File: src/subtract_w_pkg.sv
package subtract_w_pkg;

    // ------------------------------------------------------------
    // Widths
    // ------------------------------------------------------------
    localparam int DATA_W      = 8;
    localparam int ADDR_W      = 8;
    localparam int BANK_W      = 4;
    localparam int FULL_ADDR_W = 12;

    // ------------------------------------------------------------
    // Addressing constants
    // ------------------------------------------------------------
    localparam logic [7:0]  INDEXED_LIMIT    = 8'h5F;
    localparam logic [7:0]  ACCESS_SPLIT     = 8'h60;
    localparam logic [3:0]  ACCESS_LOW_BANK  = 4'h0;
    localparam logic [3:0]  ACCESS_HIGH_BANK = 4'hF;
    localparam logic [3:0]  NIBBLE_MSB       = 4'h8;

    // ------------------------------------------------------------
    // Reset values
    // ------------------------------------------------------------
    localparam logic [7:0]  ACC_RESET   = 8'h00;
    localparam logic [11:0] ADDR_RESET  = 12'h000;

    // ------------------------------------------------------------
    // Operation kinds
    // ------------------------------------------------------------
    typedef enum logic [2:0] {
        OP_IDLE    = 3'b001,
        OP_FILE    = 3'b010,
        OP_LITERAL = 3'b100
    } op_kind_type;

endpackage : subtract_w_pkg

File: src/subtract_core.sv
`timescale 1ns/1ps
`default_nettype none

// Combinational 8-bit subtract with flags
module subtract_core
    import subtract_w_pkg::*;
(
    input  wire logic [7:0] minuend_in,
    input  wire logic [7:0] subtrahend_in,
    output logic      [7:0] diff_out,
    output logic            carry_out,
    output logic            digit_carry_out,
    output logic            overflow_out,
    output logic            negative_out,
    output logic            zero_out
);

    logic [8:0] full_sum;
    logic [4:0] low_sum;

    // Two's complement: a + ~b + 1
    always_comb
    begin
        full_sum        = {1'b0, minuend_in} + {1'b0, ~subtrahend_in} + 9'h001;
        low_sum         = {1'b0, minuend_in[3:0]} + {1'b0, ~subtrahend_in[3:0]} + 5'h01;
        diff_out        = full_sum[7:0];
        carry_out       = full_sum[8];
        digit_carry_out = low_sum[4];
        overflow_out    = (minuend_in[7] != subtrahend_in[7]) && (full_sum[7] != minuend_in[7]);
        negative_out    = full_sum[7];
        zero_out        = (full_sum[7:0] == 8'h00);
    end

endmodule // subtract_core

`default_nettype wire

File: src/subtract_w_datapath.sv
`timescale 1ns/1ps
`default_nettype none

// Contract
// - File form writes file register minus working register to the chosen destination.
// - Subtraction is 8-bit two's complement so negative results wrap.
// - Destination bit zero writes the working register and leaves the file register.
// - Destination bit one writes the result back to the addressed file register.
// - Access bit zero resolves the operand inside the access bank.
// - Access bit one uses the bank select register to pick the register bank.
// - Access bit zero with extended set and address up to 5Fh uses indexed literal offset.
module subtract_w_datapath
    import subtract_w_pkg::*;
(
    input  wire logic        clk_sys_in,
    input  wire logic        sys_rst_in,
    input  wire logic        exec_file_in,
    input  wire logic        exec_literal_in,
    input  wire logic [7:0]  operand_addr_in,
    input  wire logic [7:0]  literal_in,
    input  wire logic        dest_sel_in,
    input  wire logic        access_sel_in,
    input  wire logic        ext_set_en_in,
    input  wire logic [3:0]  bank_select_reg_in,
    input  wire logic [11:0] index_base_in,
    input  wire logic [7:0]  file_data_in,
    output logic      [11:0] file_addr_out,
    output logic             file_indexed_out,
    output logic      [7:0]  file_wdata_out,
    output logic             file_we_out,
    output logic      [7:0]  acc_out,
    output logic             carry_flag_out,
    output logic             digit_carry_flag_out,
    output logic             overflow_flag_out,
    output logic             negative_flag_out,
    output logic             zero_flag_out,
    output logic             done_out
);

    // ------------------------------------------------------------
    // Address resolution
    // ------------------------------------------------------------
    logic [11:0] addr_next;
    logic        indexed_next;

    always_comb
    begin
        addr_next    = ADDR_RESET;
        indexed_next = 1'b0;
        if (!access_sel_in && ext_set_en_in && operand_addr_in <= INDEXED_LIMIT)
        begin
            addr_next    = index_base_in + {4'h0, operand_addr_in};
            indexed_next = 1'b1;
        end
        else if (!access_sel_in)
        begin
            if (operand_addr_in < ACCESS_SPLIT)
                addr_next = {ACCESS_LOW_BANK, operand_addr_in};
            else
                addr_next = {ACCESS_HIGH_BANK, operand_addr_in};
        end
        else
        begin
            addr_next = {bank_select_reg_in, operand_addr_in};
        end
    end

    always_ff @(posedge clk_sys_in)
    begin
        if (sys_rst_in)
        begin
            file_addr_out    <= ADDR_RESET;
            file_indexed_out <= 1'b0;
        end
        else
        begin
            file_addr_out    <= addr_next;
            file_indexed_out <= indexed_next;
        end
    end

    // ------------------------------------------------------------
    // Arithmetic
    // ------------------------------------------------------------
    op_kind_type op_kind;
    logic [7:0]  minuend;
    logic [7:0]  diff;
    logic        c_next;
    logic        digit_carry_next;
    logic        overflow_next;
    logic        n_next;
    logic        z_next;

    always_comb
    begin
        if (exec_file_in)
            op_kind = OP_FILE;
        else if (exec_literal_in)
            op_kind = OP_LITERAL;
        else
            op_kind = OP_IDLE;
    end

    always_comb
    begin
        case (op_kind)
            OP_FILE:    minuend = file_data_in;
            OP_LITERAL: minuend = literal_in;
            default:    minuend = file_data_in;
        endcase
    end

    subtract_core u_core (
        .minuend_in      (minuend),
        .subtrahend_in   (acc_out),
        .diff_out        (diff),
        .carry_out       (c_next),
        .digit_carry_out (digit_carry_next),
        .overflow_out    (overflow_next),
        .negative_out    (n_next),
        .zero_out        (z_next)
    );

    // ------------------------------------------------------------
    // Destination write
    // ------------------------------------------------------------
    always_ff @(posedge clk_sys_in)
    begin
        if (sys_rst_in)
            acc_out <= ACC_RESET;
        else if ((op_kind == OP_FILE && !dest_sel_in) || op_kind == OP_LITERAL)
            acc_out <= diff;
    end

    always_ff @(posedge clk_sys_in)
    begin
        if (sys_rst_in)
        begin
            file_we_out    <= 1'b0;
            file_wdata_out <= ACC_RESET;
        end
        else
        begin
            file_we_out    <= (op_kind == OP_FILE) && dest_sel_in;
            file_wdata_out <= diff;
        end
    end

    // ------------------------------------------------------------
    // Status flags
    // ------------------------------------------------------------
    always_ff @(posedge clk_sys_in)
    begin
        if (sys_rst_in)
        begin
            carry_flag_out       <= 1'b0;
            digit_carry_flag_out <= 1'b0;
            overflow_flag_out    <= 1'b0;
            negative_flag_out    <= 1'b0;
            zero_flag_out        <= 1'b0;
            done_out             <= 1'b0;
        end
        else
        begin
            done_out <= (op_kind != OP_IDLE);
            if (op_kind != OP_IDLE)
            begin
                carry_flag_out       <= c_next;
                digit_carry_flag_out <= digit_carry_next;
                overflow_flag_out    <= overflow_next;
                negative_flag_out    <= n_next;
                zero_flag_out        <= z_next;
            end
        end
    end

    // ------------------------------------------------------------
    // Assertions
    // ------------------------------------------------------------
    property p_file_result;
        @(posedge clk_sys_in) disable iff (sys_rst_in)
        (exec_file_in && dest_sel_in) |=> file_we_out
            && (file_wdata_out == 8'($past(file_data_in) - $past(acc_out)));
    endproperty
    a_file_result: assert property (p_file_result) else $error("file result wrong");

    property p_wrap;
        @(posedge clk_sys_in) disable iff (sys_rst_in)
        (exec_literal_in && !exec_file_in && literal_in < acc_out)
            |=> negative_flag_out == acc_out[7] && !carry_flag_out;
    endproperty
    a_wrap: assert property (p_wrap) else $error("borrow not wrapped");

    property p_dest_w;
        @(posedge clk_sys_in) disable iff (sys_rst_in)
        (exec_file_in && !dest_sel_in) |=> !file_we_out
            && acc_out == 8'($past(file_data_in) - $past(acc_out));
    endproperty
    a_dest_w: assert property (p_dest_w) else $error("dest W wrong");

    property p_dest_f;
        @(posedge clk_sys_in) disable iff (sys_rst_in)
        (exec_file_in && dest_sel_in) |=> file_we_out && $stable(acc_out);
    endproperty
    a_dest_f: assert property (p_dest_f) else $error("dest f wrong");

    property p_access;
        @(posedge clk_sys_in) disable iff (sys_rst_in)
        (!access_sel_in && !ext_set_en_in) |=> !file_indexed_out
            && file_addr_out[7:0] == $past(operand_addr_in)
            && file_addr_out[11:8] == (($past(operand_addr_in) < ACCESS_SPLIT)
                ? ACCESS_LOW_BANK : ACCESS_HIGH_BANK);
    endproperty
    a_access: assert property (p_access) else $error("access bank wrong");

    property p_bank;
        @(posedge clk_sys_in) disable iff (sys_rst_in)
        access_sel_in |=> file_addr_out == {$past(bank_select_reg_in), $past(operand_addr_in)};
    endproperty
    a_bank: assert property (p_bank) else $error("bank select wrong");

    property p_indexed;
        @(posedge clk_sys_in) disable iff (sys_rst_in)
        (!access_sel_in && ext_set_en_in && operand_addr_in <= INDEXED_LIMIT) |=> file_indexed_out;
    endproperty
    a_indexed: assert property (p_indexed) else $error("indexed mode missed");

    property p_flags;
        @(posedge clk_sys_in) disable iff (sys_rst_in)
        (exec_file_in && !dest_sel_in) |=> zero_flag_out == (acc_out == 8'h00)
            && negative_flag_out == acc_out[7];
    endproperty
    a_flags: assert property (p_flags) else $error("flags wrong");

    c_file_f:  cover property (@(posedge clk_sys_in) exec_file_in && dest_sel_in);
    c_literal: cover property (@(posedge clk_sys_in) exec_literal_in && !exec_file_in);
    c_indexed: cover property (@(posedge clk_sys_in) file_indexed_out);
    c_zero:    cover property (@(posedge clk_sys_in) done_out && zero_flag_out);

endmodule // subtract_w_datapath

`default_nettype wire

File: config.mk
export PLATFORM = sky130hd
export DESIGN_NAME = subtract_w_datapath
export DESIGN_NICKNAME = d
export VERILOG_FILES = /design/src/subtract_w_pkg.sv /design/src/subtract_core.sv /design/src/subtract_w_datapath.sv
export SDC_FILE = /design/constraint.sdc
export NUM_CORES = 1
export LEC_CHECK = 0
export BUFFER_PORTS_ARGS = -buffer_cell sky130_fd_sc_hd__buf_2
export CORE_MARGIN = 4
export CORE_UTILIZATION = 45
export CTS_BUF_LIST = sky130_fd_sc_hd__clkbuf_16
export CTS_CLUSTER_SIZE = 16
export DETAILED_ROUTE_END_ITERATION = 10
export GPL_TIMING_DRIVEN = 0
export HOLD_SLACK_MARGIN = 0.05
export PLACE_DENSITY = 0.75
export SLEW_MARGIN = 20
export SYNTH_ARGS = -nofsm -noshare
export SYNTH_HDL_FRONTEND = slang
export SYNTH_SLANG_ARGS = --single-unit
File: constraint.sdc
create_clock -name clk_sys_in -period 4.1 [get_ports clk_sys_in]
set_input_delay 1.025 -clock clk_sys_in [delete_from_list [all_inputs] [get_ports clk_sys_in]]
set_output_delay 1.025 -clock clk_sys_in [all_outputs]
set_load 0.01 [all_outputs]
==> impl_summary.txt <==
----------------------------------------------------
[Setup path]
  Worst endpoint data arrival time ... 3590 ps
  Type of destination of the critical path ... flip-flop
  Critical path fanouts, max ... 8
  Critical setup path kind ... in -> reg
  Crit path launch type ... input port
  Worst path required time ... 4270 ps

[CTS]
  Clock edge transition at the registers on the reported setup and hold paths ... 60 ps
  Clock latency of the later-clocked register in the worst-skew pair ... 280 ps
  Number of hold-repair buffers added at the cts stage ... 0
  CTS HTree Levels ... 2
  Total CTS buffers ... 5
  TritonCTS clock tree ... done
  Root Driver ... clkbuf_16
  Sinks on the clock net ... 36
  Post-CTS setup buffer count ... 0
  Number of instances resized during post-cts repair ... 0
  CTS max path bufs ... 2

[Pwr]
  Total power after layout ... 0.001322 W
  Worst-case vdd ir drop ... 0.2252 mV
  Combinational Power Share ... 0.351
  Total net switching power ... 0.0004294 W
  Leakage dissipation ... 1.321 nW
  Pwr per Cell Area ... 475.6 nW/um^2
  Fraction of power consumed by sequential logic ... 0.325
  Clock Power Share ... 0.324
  Internal power ... 0.0008929 W
  Net switching share of the total power ... 0.3247

[Place]
  Routability-driven placement congestion ratio ... 0.8019
  Total of buffers placed on input and output ports ... 81
  Standard cell area after detailed placement ... 2616 sq um
  HPWL after DPL ... 4.488 mm

[Cells and area]
  Area delta synth->final ... 29.56%
  Final instance area ... 2780 sq um
  Filler Cells Inserted ... 403
  Footprint of the flip-flops and latches ... 720.7 sq um
  Count of inserted antenna diode cells ... 0
  Area occupied by multi-input gates ... 1338 sq um
  Layout Nets ... 402
  Proportion of layout cells with a drive suffix above 1 ... 0.3018

[Logic synthesis]
  Mux cell area share after synthesis ... 0.05656
  Post-Synthesis Cell Area ... 2146 sq um
  Cells after Synth ... 249
  Syn Nets ... 314
  Register area share after synthesis ... 0.3359
  Library cells used by synthesis ... 51
  Number of flops mapped to enable cells by yosys ... 0
  Synth top area share ... 0.3359
  Synth Area in Adders ... 0.1120
  Main area contributors after synthesis ... dfxtp_1 34%, ha_1 9.3%, mux2_2 4.7%
  Most common flop cell mapped by yosys ... dfxtp_1
  Post-Synth XOR/XNOR Area ... 0.03265
  Fraction of the mapped netlist area in simple logic gates ... 0.1942
  Main combinational cell family by area after synthesis ... compound AO/OA/AOI/OAI gates
  Dominant cell type by area after synthesis ... dfxtp_1
  Yosys warning total ... 0
  Fraction of the mapped netlist area in compound gates ... 0.2280
  Mean area per synthesized cell ... 8.618 sq um
  FFs w/ async S/R, synth ... 0
  Post-synthesis sequential element count ... 36

[Route]
  Number of vias per cell ... 5.359
  Via total after detailed routing ... 2,090
  Remaining antenna violation count ... 0
  Drt wl/cell ... 14.34 um
  DRC ... 0
  First drt pass iteration count ... 4
  Total routed wirelength ... 5.592 mm
  Starting DRT DRC Count ... 104

[STA]
  Final Slew Violations ... 0
  Clk_skew ... 6.055 ps
  Pin slew with the least headroom to its limit ... 595.9 ps
  Relative max-transition margin ... 0.6027
  Setup_tns ... 0 ps
  Final-report setup violation count ... 0
  Min Clock Period, post-route ... 3417 ps
  Final cycle utilization of the critical path ... 0.8335
  Unrepaired setup endpoints after global routing ... no
  Final hold viol count ... 0
  Achievable Freq ... 0.2926 GHz

[Global route]
  Pin count of the biggest net entering global routing ... 12
  Wire length of the first global-routing pass ... 9.501 mm
  Number of antenna violations at the first check in global routing ... 0
  GR Util All Layers ... 0.1971
  Grt ovf ... 0
  Vias in the first global route ... 2,032

[Status]
  Run status ... finished clean

[Job]
  Number of max-capacitance violations reported ... 0

[Worst hold path]
  Worst hold path class ... reg -> reg

[Floorplan]
  Top Ports ... 83
  DIE AREA ... 5937 sq um
  Cell Rows ... 24
  Floorplan die height ... 77.06 um
  Horizontal die dimension ... 77.06 um
  Core region area ... 4474 sq um
  Initial standard-cell utilization of the core ... 0.4796

----------------------------------------------------
==> cell families after synthesis <==
family / count (synthesis)
AOI/OAI and AO/OA: 71
adders and majority gates: 18
buffers and inverters: 23
xor gates and xnor gates: 8
and+or+nand+nor: 82
DFF: 36
muxes: 11
==> metal layers <==
| layer | wire length, um | vias to the layer above | share of wire | GRT usage |
|---|---|---|---|---|
| li1 | - | 1086 | - | - |
| met1 | 2675 | 936 | 0.48 | 0.2667 |
| met2 | 2500 | 63 | 0.45 | 0.2997 |
| met3 | 358 | 5 | 0.064 | 0.05738 |
| met4 | 57 | 0 | 0.010 | 0.06584 |
| met5 | 0 | - | 0 | 0 |
==> sequential cells by signal, summed over array words and instances, names as in the netlist <==
register and flops:
file_addr_out 12, acc_out 8, file_wdata_out 8, carry_flag_out 1, digit_carry_flag_out 1, done_out 1
file_indexed_out 1, file_we_out 1, negative_flag_out 1, overflow_flag_out 1, zero_flag_out 1
==> worst paths after layout <==
path | cells after the start | to | slack [ps] | from
max reg2reg | 8 | zero_flag_out$_SDFFE_PP0P_ | 1730 | acc_out[0]$_SDFFE_PP0P_
max | 12 | zero_flag_out$_SDFFE_PP0P_ | 680 | exec_file_in
min | 2 | acc_out[1]$_SDFFE_PP0P_ | 460 | acc_out[1]$_SDFFE_PP0P_
min reg2reg | 2 | acc_out[1]$_SDFFE_PP0P_ | 460 | acc_out[1]$_SDFFE_PP0P_
==> cells in the final DEF, fill, tap and decap left out, types with 2 or more instances in the layout <==
master,n
a211oi_1,8
a21o_1,5
a21oi_1,18
and2_1,4
and3_1,3
buf_1,2
buf_2,82
clkbuf_1,5
clkbuf_16,5
dfxtp_1,36
fa_1,2
ha_1,16
inv_1,16
mux2_2,9
mux2i_1,2
nand2_1,21
nand2b_1,2
nand3_1,6
nand4b_1,2
nor2_1,24
nor2b_1,3
nor3_1,6
nor3b_1,2
nor4b_1,2
o211ai_1,6
o21a_1,7
o21ai_0,10
or2_2,2
xnor2_1,6
xor2_1,2
==> synthesized netlist by cell type (2+ instances only) <==
cell / n
dfxtp_1: 36
nor2_1: 24
nand2_1: 21
a21oi_1: 18
ha_1: 16
inv_1: 15
o21ai_0: 10
mux2_2: 9
a211oi_1: 8
o21a_1: 7
nand3_1: 6
nor3_1: 6
o211ai_1: 6
xnor2_1: 6
a21o_1: 5
clkbuf_1: 5
and2_1: 4
and3_1: 3
nor2b_1: 3
buf_1: 2
fa_1: 2
mux2i_1: 2
nand2b_1: 2
nand4b_1: 2
nor3b_1: 2
nor4b_1: 2
or2_2: 2
xor2_1: 2
==> power groups by stage <==
stage                     combinational [W]  clock [W]  sequential [W]
after detailed placement           0.000463          0        0.000437
after CTS                          0.000466   0.000435        0.000430
after global placement             0.000450          0        0.000437
final                              0.000465   0.000428        0.000430
after global routing               0.000515   0.000456        0.000437
after floorplan                    0.000284          0        0.000467
==> area by class of cell <==
cell class | count | area share
multi-input combinational | 190 | 0.4811
sequential | 36 | 0.2592
timing repair buffer | 81 | 0.1458
clock buffer | 5 | 0.04500
tap | 52 | 0.02340
inverter | 15 | 0.02025
clock inverter | 3 | 0.01395
buffer | 8 | 0.01125
==> stage by stage <==
| step | util | hold slack, ps | setup slack, ps | std cells |
|---|---|---|---|---|
| after floorplan | - | 486.6 | 823.0 | 249 |
| after global placement | 0.5847 | 460.6 | 448.8 | 382 |
| after detailed placement | 0.5847 | 460.3 | 385.8 | 382 |
| after CTS | 0.6214 | 468.5 | 660.6 | 390 |
| after global routing | 0.6214 | 494.6 | 456.9 | 390 |
| final | 0.6214 | 463.6 | 682.5 | 390 |
==> worst max-delay path, stage by stage <==
cell and delay (ps):
buf_2 110, nand2b_1 100, buf_2 220, mux2i_1 220, ha_1 190, inv_1 60, fa_1 400, a211o_1 360
a211oi_1 330, o211ai_2 190, nor4b_4 170, a31o_1 230
Note: power is estimated with default switching activity, not from simulation.
